[src/pkg/fsp_defs.svh]
/*
 Constants of the flash status and protection block: opcodes, status bit
 positions, reset values, array geometry and timing counts.
 Assumes it is included by bare name after the package.
*/
`ifndef FSP_DEFS_SVH
`define FSP_DEFS_SVH

`define FSP_OP_WREN    8'h06
`define FSP_OP_WRDI    8'h04
`define FSP_OP_RDSR1   8'h05
`define FSP_OP_RDSR2   8'h35
`define FSP_OP_STATUS_WRITE_CMD    8'h01
`define FSP_OP_PAGE    8'h02
`define FSP_OP_SECT    8'h20
`define FSP_OP_BLK32   8'h52
`define FSP_OP_BLK64   8'hd8
`define FSP_OP_CHIP1   8'h60
`define FSP_OP_CHIP2   8'hc7
`define FSP_OP_SUSP    8'h75
`define FSP_OP_RESUME  8'h7a
`define FSP_OP_RSTEN   8'h66
`define FSP_OP_RST     8'h99

`define FSP_BIT_BUSY   0
`define FSP_BIT_LATCH  1
`define FSP_BIT_BP_LO  2
`define FSP_BIT_BP_HI  6
`define FSP_BIT_GUARD0 7
`define FSP_BIT_GUARD1 8
`define FSP_BIT_QE     9
`define FSP_BIT_LB0    10
`define FSP_BIT_LB1    11
`define FSP_BIT_DC     12
`define FSP_BIT_CMP    14

`define FSP_NV_MASK    16'h5ffc
`define FSP_NV_RST     16'h0000

`define FSP_SECT_SZ    21'h001000
`define FSP_BLOCK_SZ   21'h010000
`define FSP_ARRAY_SZ   21'h100000
`define FSP_ARRAY_TOP  20'hfffff
`define FSP_SPAN_PAGE  20'h000ff
`define FSP_SPAN_SECT  20'h00fff
`define FSP_SPAN_B32   20'h07fff
`define FSP_SPAN_B64   20'h0ffff

`define FSP_CLK_PERIOD_NS 5
`define FSP_T_SRW_NS      1000
`define FSP_SRW_CYCLES    ((`FSP_T_SRW_NS + `FSP_CLK_PERIOD_NS - 1) / `FSP_CLK_PERIOD_NS)

`endif

[src/pkg/fsp_pkg.sv]
/*
 Types of the flash status and protection block.
 Assumes nothing of its surroundings.
*/
package fsp_pkg;

   typedef enum logic [3:0] {
      FSP_IDLE  = 4'h1,
      FSP_SRW   = 4'h2,
      FSP_ARRAY = 4'h4,
      FSP_SUSP  = 4'h8
   } fsp_state_t;

   typedef enum logic [2:0] {
      FSP_K_PAGE  = 3'h0,
      FSP_K_SECT  = 3'h1,
      FSP_K_BLK32 = 3'h2,
      FSP_K_BLK64 = 3'h3,
      FSP_K_CHIP  = 3'h4
   } fsp_op_t;

endpackage

[src/design/fsp_status_protect.sv]
/*
 Status registers and write protection of a serial NOR flash, reached over
 the serial pins, which the system clock oversamples.
 Assumes the array engine reports op_done after op_start and the serial
 clock is slow enough for two-flop sampling.
*/
`timescale 1ns/100ps
`default_nettype none
`include "fsp_defs.svh"

module fsp_status_protect
   import fsp_pkg::*;
(
   input  wire logic        clock,
   input  wire logic        arst_n,
   input  wire logic        sclk,
   input  wire logic        cs_n,
   input  wire logic        si,
   input  wire logic        wp_n,
   output logic             so,
   output logic             so_oe_n,
   input  wire logic [15:0] nv_image_in,
   output logic      [15:0] nv_image_out,
   input  wire logic        op_done,
   output logic             op_start,
   output fsp_op_t          op_kind,
   output logic      [23:0] op_addr,
   output logic             op_suspend,
   output logic             op_resume,
   output logic             op_abort,
   output logic             busy_flag,
   output logic             write_latch,
   output logic             suspended_flag,
   output logic             quad_enable,
   output logic             dummy_cycle_select,
   output logic      [1:0]  security_lock
);

   // ----------------------------------------------------------------
   // Reset and pin sampling
   // ----------------------------------------------------------------
   logic       rst_n;
   logic [3:0] pins_s;
   logic       sclk_s, cs_s, si_s, wp_s;
   logic       sclk_d_ff, cs_d_ff;
   logic       sclk_rise, sclk_fall, cs_rise;

   fsp_sync #(.WIDTH(1), .RST_VAL(1'b0)) u_rst_sync (
      .clock (clock),
      .rst_n (arst_n),
      .d     (1'b1),
      .q     (rst_n)
   );

   fsp_sync #(.WIDTH(4), .RST_VAL(4'h5)) u_pin_sync (
      .clock (clock),
      .rst_n (rst_n),
      .d     ({sclk, cs_n, si, wp_n}),
      .q     (pins_s)
   );

   assign {sclk_s, cs_s, si_s, wp_s} = pins_s;

   always_ff @(posedge clock or negedge rst_n) begin
      if (!rst_n) begin
         sclk_d_ff <= 1'b0;
         cs_d_ff   <= 1'b1;
      end else begin
         sclk_d_ff <= sclk_s;
         cs_d_ff   <= cs_s;
      end
   end

   assign sclk_rise = sclk_s & ~sclk_d_ff;
   assign sclk_fall = ~sclk_s & sclk_d_ff;
   assign cs_rise   = cs_s & ~cs_d_ff;

   // ----------------------------------------------------------------
   // Byte framing
   // ----------------------------------------------------------------
   logic [7:0]  shift_ff, nxt_shift, cmd_ff, data1_ff, data2_ff;
   logic [2:0]  bit_cnt_ff, byte_cnt_ff;
   logic [23:0] addr_ff;
   logic        byte_done;

   assign nxt_shift = {shift_ff[6:0], si_s};
   assign byte_done = ~cs_s & sclk_rise & (bit_cnt_ff == 3'h7);

   always_ff @(posedge clock or negedge rst_n) begin
      if (!rst_n) begin
         shift_ff    <= 8'h00;
         bit_cnt_ff  <= 3'h0;
         byte_cnt_ff <= 3'h0;
      end else if (cs_s) begin
         bit_cnt_ff  <= 3'h0;
         byte_cnt_ff <= 3'h0;
      end else if (sclk_rise) begin
         shift_ff   <= nxt_shift;
         bit_cnt_ff <= bit_cnt_ff + 3'h1;
         if (bit_cnt_ff == 3'h7 && byte_cnt_ff != 3'h7) begin
            byte_cnt_ff <= byte_cnt_ff + 3'h1;
         end
      end
   end

   always_ff @(posedge clock or negedge rst_n) begin
      if (!rst_n) begin
         cmd_ff   <= 8'h00;
         data1_ff <= 8'h00;
         data2_ff <= 8'h00;
         addr_ff  <= 24'h000000;
      end else if (byte_done) begin
         unique case (byte_cnt_ff)
            3'h0: cmd_ff <= nxt_shift;
            3'h1: begin
               addr_ff[23:16] <= nxt_shift;
               data1_ff       <= nxt_shift;
            end
            3'h2: begin
               addr_ff[15:8] <= nxt_shift;
               data2_ff      <= nxt_shift;
            end
            3'h3: addr_ff[7:0] <= nxt_shift;
            default: ;
         endcase
      end
   end

   // ----------------------------------------------------------------
   // Status bits and command decode
   // ----------------------------------------------------------------
   fsp_state_t state_ff;
   logic [15:0] nv_ff, nxt_nv;
   logic        latch_ff, load_pending_ff, rst_armed_ff;
   logic [1:0]  guard;
   logic [4:0]  bp;
   logic        cmp, wp_eff, sr_locked, is_idle;
   logic        framed, one_byte, c_wren, c_wrdi, c_status_write_cmd, c_pp, c_erase;
   logic        c_chip, c_susp, c_resume, c_rsten, c_rst;
   logic        sr_write_ok, do_array, chip_ok, hit;

   assign guard   = {nv_ff[`FSP_BIT_GUARD1], nv_ff[`FSP_BIT_GUARD0]};
   assign bp      = nv_ff[`FSP_BIT_BP_HI:`FSP_BIT_BP_LO];
   assign cmp     = nv_ff[`FSP_BIT_CMP];
   assign is_idle = (state_ff == FSP_IDLE);

   assign wp_eff    = nv_ff[`FSP_BIT_QE] | wp_s;
   assign sr_locked = (guard == 2'h1 && !wp_eff) || guard[1];

   assign framed   = cs_rise && bit_cnt_ff == 3'h0 && byte_cnt_ff != 3'h0;
   assign one_byte = framed && byte_cnt_ff == 3'h1;
   assign c_wren   = one_byte && cmd_ff == `FSP_OP_WREN && is_idle;
   assign c_wrdi   = one_byte && cmd_ff == `FSP_OP_WRDI && is_idle;
   assign c_status_write_cmd   = framed && cmd_ff == `FSP_OP_STATUS_WRITE_CMD && is_idle &&
                     (byte_cnt_ff == 3'h2 || byte_cnt_ff == 3'h3);
   assign c_pp     = framed && cmd_ff == `FSP_OP_PAGE && is_idle && byte_cnt_ff >= 3'h5;
   assign c_erase  = framed && byte_cnt_ff == 3'h4 && is_idle &&
                     (cmd_ff == `FSP_OP_SECT || cmd_ff == `FSP_OP_BLK32 ||
                      cmd_ff == `FSP_OP_BLK64);
   assign c_chip   = one_byte && is_idle &&
                     (cmd_ff == `FSP_OP_CHIP1 || cmd_ff == `FSP_OP_CHIP2);
   assign c_susp   = one_byte && cmd_ff == `FSP_OP_SUSP && state_ff == FSP_ARRAY;
   assign c_resume = one_byte && cmd_ff == `FSP_OP_RESUME && state_ff == FSP_SUSP;
   assign c_rsten  = one_byte && cmd_ff == `FSP_OP_RSTEN;
   assign c_rst    = one_byte && cmd_ff == `FSP_OP_RST && rst_armed_ff &&
                     (is_idle || state_ff == FSP_SUSP);

   assign sr_write_ok = c_status_write_cmd && latch_ff && !sr_locked;
   assign chip_ok     = (bp[2:0] == 3'h0 && !cmp) ||
                        (bp[2:0] == 3'h7 && cmp);
   assign do_array    = latch_ff && (((c_pp || c_erase) && !hit) ||
                        (c_chip && chip_ok));

   always_ff @(posedge clock or negedge rst_n) begin
      if (!rst_n) begin
         rst_armed_ff <= 1'b0;
      end else if (framed) begin
         rst_armed_ff <= c_rsten;
      end
   end

   // ----------------------------------------------------------------
   // Protected region decode
   // ----------------------------------------------------------------
   logic [20:0] p_size, n_lo, n_hi;
   logic [19:0] p_lo, p_hi, span, req_lo, req_hi;
   logic        p_none, p_all, p_top, prot_en;

   always_comb begin
      p_none = 1'b0;
      p_all  = 1'b0;
      p_top  = ~bp[3];
      p_size = 21'h000000;
      if (bp[2:0] == 3'h0) begin
         p_none = 1'b1;
      end else if (bp[2:1] == 2'h3 || (!bp[4] && bp[2:0] == 3'h5)) begin
         p_all = 1'b1;
      end else if (bp[4]) begin
         p_size = bp[2] ? (`FSP_SECT_SZ << 3) : (`FSP_SECT_SZ << (bp[1:0] - 2'h1));
      end else begin
         p_size = `FSP_BLOCK_SZ << (bp[2:0] - 3'h1);
      end
      n_lo = p_top ? (`FSP_ARRAY_SZ - p_size) : 21'h000000;
      n_hi = p_top ? {1'b0, `FSP_ARRAY_TOP} : (p_size - 21'h000001);
      if (cmp) begin
         n_lo = p_top ? 21'h000000 : p_size;
         n_hi = p_top ? (`FSP_ARRAY_SZ - p_size - 21'h000001) : {1'b0, `FSP_ARRAY_TOP};
      end
      prot_en = cmp ? ~p_all : ~p_none;
      if (cmp ? p_none : p_all) begin
         n_lo = 21'h000000;
         n_hi = {1'b0, `FSP_ARRAY_TOP};
      end
      p_lo = n_lo[19:0];
      p_hi = n_hi[19:0];
   end

   always_comb begin
      unique case (cmd_ff)
         `FSP_OP_SECT:  span = `FSP_SPAN_SECT;
         `FSP_OP_BLK32: span = `FSP_SPAN_B32;
         `FSP_OP_BLK64: span = `FSP_SPAN_B64;
         default:       span = `FSP_SPAN_PAGE;
      endcase
      req_lo = addr_ff[19:0] & ~span;
      req_hi = req_lo | span;
   end

   assign hit = prot_en && req_lo <= p_hi && req_hi >= p_lo;

   // ----------------------------------------------------------------
   // Non-volatile image and write latch
   // ----------------------------------------------------------------
   always_comb begin
      nxt_nv = nv_ff;
      nxt_nv[`FSP_BIT_GUARD0:`FSP_BIT_BP_LO] = data1_ff[7:2];
      if (byte_cnt_ff == 3'h3) begin
         nxt_nv[`FSP_BIT_GUARD1] = data2_ff[0];
         nxt_nv[`FSP_BIT_QE]     = data2_ff[1];
         nxt_nv[`FSP_BIT_LB1:`FSP_BIT_LB0] = nv_ff[`FSP_BIT_LB1:`FSP_BIT_LB0] |
                                             data2_ff[3:2];
         nxt_nv[`FSP_BIT_DC]     = data2_ff[4];
         nxt_nv[`FSP_BIT_CMP]    = data2_ff[6];
      end
   end

   always_ff @(posedge clock or negedge rst_n) begin
      if (!rst_n) begin
         nv_ff           <= `FSP_NV_RST;
         load_pending_ff <= 1'b1;
      end else if (load_pending_ff) begin
         load_pending_ff <= 1'b0;
         nv_ff           <= nv_image_in & `FSP_NV_MASK;
         if (nv_image_in[`FSP_BIT_GUARD1:`FSP_BIT_GUARD0] == 2'h2) begin
            nv_ff[`FSP_BIT_GUARD1:`FSP_BIT_GUARD0] <= 2'h0;
         end
      end else if (sr_write_ok) begin
         nv_ff <= nxt_nv;
      end
   end

   always_ff @(posedge clock or negedge rst_n) begin
      if (!rst_n) begin
         latch_ff <= 1'b0;
      end else if (c_wren) begin
         latch_ff <= 1'b1;
      end else if (c_wrdi || c_status_write_cmd || c_pp || c_erase || c_chip || c_rst) begin
         latch_ff <= 1'b0;
      end
   end

   // ----------------------------------------------------------------
   // Busy and suspend sequencing
   // ----------------------------------------------------------------
   logic [7:0] srw_cnt_ff;

   always_ff @(posedge clock or negedge rst_n) begin
      if (!rst_n) begin
         state_ff <= FSP_IDLE;
      end else begin
         unique case (state_ff)
            FSP_IDLE: begin
               if (sr_write_ok) begin
                  state_ff <= FSP_SRW;
               end else if (do_array) begin
                  state_ff <= FSP_ARRAY;
               end
            end
            FSP_SRW: begin
               if (srw_cnt_ff == 8'h01) begin
                  state_ff <= FSP_IDLE;
               end
            end
            FSP_ARRAY: begin
               if (op_done) begin
                  state_ff <= FSP_IDLE;
               end else if (c_susp) begin
                  state_ff <= FSP_SUSP;
               end
            end
            FSP_SUSP: begin
               if (c_resume) begin
                  state_ff <= FSP_ARRAY;
               end else if (c_rst) begin
                  state_ff <= FSP_IDLE;
               end
            end
            default: state_ff <= FSP_IDLE;
         endcase
      end
   end

   always_ff @(posedge clock or negedge rst_n) begin
      if (!rst_n) begin
         srw_cnt_ff <= 8'h00;
      end else if (sr_write_ok) begin
         srw_cnt_ff <= 8'(`FSP_SRW_CYCLES);
      end else if (srw_cnt_ff != 8'h00) begin
         srw_cnt_ff <= srw_cnt_ff - 8'h01;
      end
   end

   always_ff @(posedge clock or negedge rst_n) begin
      if (!rst_n) begin
         op_start   <= 1'b0;
         op_kind    <= FSP_K_PAGE;
         op_addr    <= 24'h000000;
         op_suspend <= 1'b0;
         op_resume  <= 1'b0;
         op_abort   <= 1'b0;
      end else begin
         op_start   <= do_array;
         op_suspend <= c_susp;
         op_resume  <= c_resume;
         op_abort   <= c_rst && state_ff == FSP_SUSP;
         if (do_array) begin
            op_addr <= addr_ff;
            unique case (cmd_ff)
               `FSP_OP_SECT:  op_kind <= FSP_K_SECT;
               `FSP_OP_BLK32: op_kind <= FSP_K_BLK32;
               `FSP_OP_BLK64: op_kind <= FSP_K_BLK64;
               `FSP_OP_PAGE:  op_kind <= FSP_K_PAGE;
               default:       op_kind <= FSP_K_CHIP;
            endcase
         end
      end
   end

   assign busy_flag          = (state_ff == FSP_SRW) || (state_ff == FSP_ARRAY);
   assign suspended_flag     = (state_ff == FSP_SUSP);
   assign write_latch        = latch_ff;
   assign nv_image_out       = nv_ff;
   assign quad_enable        = nv_ff[`FSP_BIT_QE];
   assign dummy_cycle_select = nv_ff[`FSP_BIT_DC];
   assign security_lock      = nv_ff[`FSP_BIT_LB1:`FSP_BIT_LB0];

   // ----------------------------------------------------------------
   // Status read-out
   // ----------------------------------------------------------------
   logic [7:0] sr_low, sr_high, rd_byte;
   logic       rd_active_ff, rd_sel_ff, so_ff, so_oe_n_ff;
   logic [2:0] rd_idx_ff;

   assign sr_low  = {nv_ff[`FSP_BIT_GUARD0:`FSP_BIT_BP_LO], latch_ff, busy_flag};
   assign sr_high = {suspended_flag, cmp, 1'b0, nv_ff[`FSP_BIT_DC:`FSP_BIT_GUARD1]};
   assign rd_byte = rd_sel_ff ? sr_high : sr_low;

   always_ff @(posedge clock or negedge rst_n) begin
      if (!rst_n) begin
         rd_active_ff <= 1'b0;
         rd_sel_ff    <= 1'b0;
         rd_idx_ff    <= 3'h0;
         so_ff        <= 1'b0;
         so_oe_n_ff   <= 1'b1;
      end else if (cs_s) begin
         rd_active_ff <= 1'b0;
         rd_idx_ff    <= 3'h0;
         so_oe_n_ff   <= 1'b1;
      end else if (byte_done && byte_cnt_ff == 3'h0) begin
         rd_active_ff <= nxt_shift == `FSP_OP_RDSR1 || nxt_shift == `FSP_OP_RDSR2;
         rd_sel_ff    <= nxt_shift == `FSP_OP_RDSR2;
      end else if (sclk_fall && rd_active_ff) begin
         so_ff      <= rd_byte[3'h7 - rd_idx_ff];
         rd_idx_ff  <= rd_idx_ff + 3'h1;
         so_oe_n_ff <= 1'b0;
      end
   end

   assign so      = so_ff;
   assign so_oe_n = so_oe_n_ff;
endmodule // fsp_status_protect

`default_nettype wire

[src/design/fsp_sync.sv]
/*
 Two-flop synchroniser for a group of levels.
 Assumes the reset given is the one of the destination clock domain.
*/
`timescale 1ns/100ps
`default_nettype none

module fsp_sync #(
   parameter int unsigned       WIDTH   = 1,
   parameter logic [WIDTH-1:0]  RST_VAL = '0
) (
   input  wire logic             clock,
   input  wire logic             rst_n,
   input  wire logic [WIDTH-1:0] d,
   output logic      [WIDTH-1:0] q
);

   logic [WIDTH-1:0] meta_ff;
   logic [WIDTH-1:0] q_ff;

   always_ff @(posedge clock or negedge rst_n) begin
      if (!rst_n) begin
         meta_ff <= RST_VAL;
         q_ff    <= RST_VAL;
      end else begin
         meta_ff <= d;
         q_ff    <= meta_ff;
      end
   end

   assign q = q_ff;

endmodule // fsp_sync

`default_nettype wire

[config.mk]
export PLATFORM = sky130hd
export DESIGN_NAME = fsp_status_protect
export DESIGN_NICKNAME = d
export VERILOG_FILES = /design/src/pkg/fsp_pkg.sv /design/src/design/fsp_status_protect.sv /design/src/design/fsp_sync.sv
export VERILOG_INCLUDE_DIRS = /design/src /design/src/pkg
export SDC_FILE = /design/constraint.sdc
export NUM_CORES = 1
export LEC_CHECK = 0
export BUFFER_PORTS_ARGS = -buffer_cell sky130_fd_sc_hd__buf_2
export CORE_MARGIN = 1
export CORE_UTILIZATION = 55
export CTS_BUF_LIST = sky130_fd_sc_hd__clkbuf_8
export CTS_CLUSTER_SIZE = 8
export DETAILED_ROUTE_END_ITERATION = 6
export GPL_ROUTABILITY_DRIVEN = 1
export MAX_ROUTING_LAYER = met4
export PLACE_DENSITY = 0.87
export SYNTH_ARGS = -nofsm -noshare
export SYNTH_HDL_FRONTEND = slang
export SYNTH_SLANG_ARGS = --single-unit
[constraint.sdc]
create_clock -name clock -period 3.88 [get_ports clock]
set_input_delay 0.582 -clock clock [delete_from_list [all_inputs] [get_ports clock]]
set_output_delay 0.582 -clock clock [all_outputs]
set_load 0.01 [all_outputs]
# Yosys cells after proc, flatten, opt, wreduce, memory -nomap -nowiden
# Index checks and enable logic that the tools add are counted.
# word_totals
output_inout_bits	56
rom_bits	0
n_memories	0
word_cells	240
regBits	126
ramBits	0
latchBits	0
# classes
multipliers	0
shift	2
order_cmp	4
add_sub_neg	10
n_eq_ne	36
reduce_logical	87
n_div	0
muxes	52
bitwise	17
# ops
op	count
two-way mux 20 bit	12
one-hot mux 16 bit (3 select lines)	1
logical AND 1 bit	41
equality test 8 x 7 -> 1 bit (second input constant)	5
subtractor 20 x 1 -> 20 bit (second input constant)	2
two-way mux 4 bit	7
equality test 8 x 3 -> 1 bit (second input constant)	3
equality test 8 bit (second input constant)	3
two-way mux 3 bit	8
two-way mux 8 bit	3
bitwise AND 20 bit	1
>= comparator 20 bit	1
<= comparator 20 bit	1
NOT 20 bit	1
OR 20 bit	1
left shift 13 x 2 -> 20 bit (first input constant)	1
left shift 17 x 3 -> 20 bit (first input constant)	1
subtractor 1 x 20 -> 20 bit (first input constant)	1
AND reduction 2 bit	9
logical OR 1 bit	17
equality test 8 x 1 -> 1 bit (second input constant)	2
equality test 8 x 6 -> 1 bit (second input constant)	2
two-way mux 16 bit	1
one-hot mux 4 bit (4 select lines)	1
38 further kinds	83

# Longest topological paths before layout
# logic_depth
depth_word	21
ltp_mapped	19
ltp_nobuf	16

# Modules after synthesis
# Synthesis repeated with hierarchy kept, for this count alone.
# unflattened
hier_cells	768
area_unflattened_um2	7504.7
# by_module_without_submodules
module	cells_each	n_inst	area_each_um2
fsp_status_protect	758	1	7249.5
fsp_sync (u_pin_sync)	8	1	205.2
fsp_sync (u_rst_sync)	2	1	50.0

# Least setup slack after synthesis
# Ideal clock, no wire load.
# synth_path
kind	flip-flop to flip-flop
startpoint	register nv_ff[2] (netlist: nv_image_out[2])
endpoint	register op_addr[18]
t_required_ns	3.755
period_less_slack_ns	4.475
slack_ns	-0.595
path_stages_with_launch	20
t_arrival_ns	4.350
path_buffers	3
path_cell_list	dfrtp_1 -> clkbuf_1 -> nor2_1 -> inv_1 -> ha_1 -> or4b_1 -> nor3_1 -> a21o_1 -> nor4bb_1 -> nand2b_1 -> mux2i_1 -> ha_1 -> nand4_1 -> or4_1 -> o22ai_1 -> o41ai_1 -> a21bo_1 -> buf_6 -> buf_8 -> mux2_4
# synth_between
elab_chain_len	18
elab_cells_between_ends	43
# synth_lines
item	line	text
start: declaration	fsp_status_protect.sv:133	logic [15:0] nv_ff, nxt_nv;
start signal: assignment	fsp_status_protect.sv:249	nv_ff <= `FSP_NV_RST;
start signal: assignment	fsp_status_protect.sv:253	nv_ff <= nv_image_in & `FSP_NV_MASK;
start signal: assignment	fsp_status_protect.sv:258	nv_ff <= nxt_nv;
branches (longest 16 deep; another with subtractor 1 x 20 -> 20 bit)	n/a	
logical OR 1 bit (*)	fsp_status_protect.sv:171	assign do_array = latch_ff && (((c_pp || c_erase) && !hit) ||
logical AND 1 bit (*)	fsp_status_protect.sv:171	
end signal: assignment	fsp_status_protect.sv:337	op_addr <= addr_ff;
end: declaration	fsp_status_protect.sv:27	output logic [23:0] op_addr,
# Every way passes the cells marked *.
# A chain may end at the register's enable or synchronous reset.

# Final worst setup path
# layout_path
startpoint	register nv_ff[3] (netlist: nv_image_out[3])
endpoint	register op_addr[0]
# Same word-level chain as after synthesis.

==> results.sh <==
export IMPL_status="complete, but fails checks"
export IMPL_violations="DRC, setup timing"
export IMPL_grt_pass1_wl_um=25710
export IMPL_mostFrequentLayoutCells="dfrtp_1 (112), buf_2 (70), mux2_2 (49), nand2_1 (48), nor2_1 (41)"
export IMPL_synth_top_cell_by_area="dfrtp_1"
export IMPL_synth_top_cell_area_share=0.4350
export IMPL_syn_inst=588
export IMPL_design_area_mm2=0.007674
export IMPL_cp_arrival_ns=4.42
export IMPL_grt_max_degree=60
export IMPL_fin_crit_sh=1.055
export IMPL_routed_wirelength_um=15490
export IMPL_end_kind="register"
export IMPL_hpwl_um=11540
export IMPL_fin_ws_ns=-0.2142
export IMPL_synth_area_top_cells="dfrtp_1 (44%), mux2_2 (8.4%), ha_1 (5.9%), mux2_4 (4.1%), dfstp_2 (3.2%)"
export IMPL_core_area_mm2=0.01152
export IMPL_preCtsSetupSlack_ns=-0.2390
export IMPL_clock_latency_ns=0.44
export IMPL_finalSetupViolations=29
export IMPL_postRouteAntennaNets=0
export IMPL_p_comb_frac=0.132
export IMPL_synth_main_ff_cell="dfrtp_1"
export IMPL_required_ns=4.20
export IMPL_grt_usage=0.2743
export IMPL_htree_levels=4
export IMPL_fin_cells=843
export IMPL_drive_gt1_frac=0.3471
export IMPL_worstMarginPinSlew_ns=0.8469
export IMPL_p_leak_uw=0.003783
export IMPL_dieWidth_um=111.2
export IMPL_portBuffers=70
export IMPL_drcViolationCount=7
export IMPL_power_total_uw=2839
export IMPL_report_final_slew_viol_count=0
export IMPL_synth_edff_count=0
export IMPL_r2r_cells=16
export IMPL_met2_usage=0.4583
export IMPL_start_kind="register"
export IMPL_drt_pass1_iter_count=7
export IMPL_ys_seq_area_frac=0.4671
export IMPL_cts_tree="done"
export IMPL_row_count=39
export IMPL_cts_root_buf="clkbuf_8"
export IMPL_clockPowerShare=0.362
export IMPL_num_io_pins=79
export IMPL_slew_headroom=0.4333
export IMPL_ys_seq_elements=122
export IMPL_fmax_ghz=0.2442
export IMPL_final_common_cell="dfrtp_1"
export IMPL_nNetsFinal=742
export IMPL_critical_path_class="register to register"
export IMPL_use_met1=0.3365
export IMPL_synth_distinct_cells=74
export IMPL_clock_sink_count=122
export IMPL_area_growth_pct=17.02
export IMPL_clkTransAtPathRegs_ns=0.07
export IMPL_synth_async_sr_flop_share=1.000
export IMPL_cap_viol_max_count=0
export IMPL_die_y_um=111.2
export IMPL_powerDensity_mw_per_mm2=370.0
export IMPL_antennaDiodeCount=0
export IMPL_grt_pass1_vias=5028
export IMPL_fin_crit_ns=4.094
export IMPL_numCtsBuffers=17
export IMPL_busiest_layer="met2"
export IMPL_dp_cells=808
export IMPL_globalRouteMet3Util=0.04265
export IMPL_initial_utilization=0.5694
export IMPL_drtIter0Drc=393
export IMPL_p_sw_uw=797.4
export IMPL_hold_viol=0
export IMPL_p_seq_frac=0.506
export IMPL_vias=4962
export IMPL_syn_area_per_cell_um2=11.15
export IMPL_clock_skew_ns=0.008530
export IMPL_dieArea_mm2=0.01236
export IMPL_holdPathStages=1
export IMPL_p_sw_frac=0.2809
export IMPL_rsz0062_at_grt="yes"
export IMPL_gp_congestion=0.8959
export IMPL_hp_class="primary input to register"
export IMPL_clock_path_buffers=2
export IMPL_dpl_instance_area_mm2=0.007224
export IMPL_yosysWarnings=0
export IMPL_fillers=872
export IMPL_wire_per_inst_um=18.37
export IMPL_crit_path_max_fanout=27
export IMPL_antenna_found_initial=0
export IMPL_routed_via_density=5.886
export IMPL_intPower_uw=2042
export IMPL_ir_worst_vdd_mv=0.2860
export IMPL_gr_total_overflow=0
export IMPL_syn_area_mm2=0.006558
## through the flow
stage	util	hold slack (ns)	TNS, ns
detailed placement	0.6273	0.3347	-5.738
finish	0.6663	0.2377	-5.155
floorplan	-	0.2864	-4.567
global route	0.6663	0.2221	-11.17
CTS	0.6653	0.2182	-4.823
global placement	0.6273	0.3317	-4.713
## critical path, cell delays in order (launching register included)
cell and delay (ns):
dfrtp_1 0.42, nor2_4 0.13, inv_2 0.06, ha_4 0.22, or4b_4 0.49, o21a_1 0.20
a21o_1 0.20, nor2b_4 0.14, a21oi_1 0.12, o22ai_1 0.11, ha_1 0.30, a211oi_1 0.25
o22ai_1 0.13, o41ai_2 0.38, a21bo_2 0.23, buf_12 0.22, mux2_2 0.36
## path summary, 6_finish.rpt
path / slack [ns] / end / start
setup / recovery: -0.21 / op_addr[0]$_DFFE_PN0P_ / nv_image_out[3]$_DFFE_PN0P_
hold / removal: 0.24 / u_pin_sync.meta_ff[2]$_DFF_PN1_ / cs_n
setup reg to reg: -0.21 / op_addr[0]$_DFFE_PN0P_ / nv_image_out[3]$_DFFE_PN0P_
hold reg to reg: 0.34 / u_pin_sync.q[1]$_DFF_PN0_ / u_pin_sync.meta_ff[1]$_DFF_PN0_
max in group asynchronous: 2.49 / state_ff[0]$_DFFE_PN1P_ / u_rst_sync.q$_DFF_PN0_
min in group asynchronous: 0.38 / shift_ff[4]$_DFFE_PN0P_ / u_rst_sync.q$_DFF_PN0_
## flip-flops by register name, indices dropped and copies added (netlist names), 3 cells and up
name                cells
bit_cnt_ff              3
op_addr                24
data2_ff                8
rd_idx_ff               3
byte_cnt_ff             3
data1_ff                8
u_pin_sync.q            4
u_pin_sync.meta_ff      4
srw_cnt_ff              8
nv_image_out           12
cmd_ff                  8
shift_ff                7
op_kind                 3
addr_ff                 8
state_ff                4
## layout make-up
type                       instances  area (um^2)  share of cell area
timing repair buffer             108        654.4             0.08528
tap                              143        178.9             0.02332
clock inverter                    12        102.6             0.01337
clock buffer                      19        261.5             0.03408
inverter                          18        67.56            0.008805
sequential                       122         3068              0.3998
multi-input combinational        421         3341              0.4353
## per-layer routing
layer / wire [um] / part of all wire / up-vias
met1: 6664 / 0.43 / 2476
met5: 0 / 0 / -
met2: 7872 / 0.51 / 152
met3: 670 / 0.043 / 26
met4: 280 / 0.018 / 0
li1: - / - / 2308
## power by group through the flow
stage	clock network, uW	logic, uW	registers, uW
after floorplan	0	260	1410
after global placement	0	341	1450
after detailed placement	0	352	1460
after CTS	1050	374	1430
after global routing	1100	413	1450
final	1030	376	1440
## synthesized netlist by cell type (3+ instances only)
library cell and instances:
nor2_1 42, nor2b_1 14, a22oi_1 3, a211oi_1 4
mux4_2 4, o21a_1 3, dfstp_2 8, and3b_1 3
nor3b_1 5, nand4_1 8, buf_4 8, nand3_1 15
nor3_1 7, mux2_4 18, mux2_2 49, clkbuf_1 12
xnor2_1 11, mux2i_1 17, a21oi_1 14, nand2_1 48
and2_1 4, or2_2 6, o21ai_0 30, ha_1 31
dfrtp_1 114, xor2_1 6, nor4b_1 5, buf_1 4
buf_2 3, o22ai_1 6, a21o_1 3, nand3b_1 5
nand4b_1 3, inv_1 18, nand2b_1 7
## repair_timing
action / CTS / global route
endpoints found under the setup margin: 29 / 30
hold endpoints to repair: 2 / 0
cloned: 0 / 0
setup buffers: 3 / 0
resized for setup: 10 / 5
hold buffers: 1 / 0
pin swaps: 1 / 0
## logic make-up after synthesis
group,after synthesis,share of synthesized area
xor gates and xnor gates,17,0.02271
adders and majority gates,31,0.05915
buffers and inverters,49,0.03968
and+or+nand+nor,189,0.1559
AOI/OAI and AO/OA,90,0.08930
DFF,122,0.4671
muxes,88,0.1650
other,2,0.001145
No activity file was read; power rests on OpenSTA's default activity.
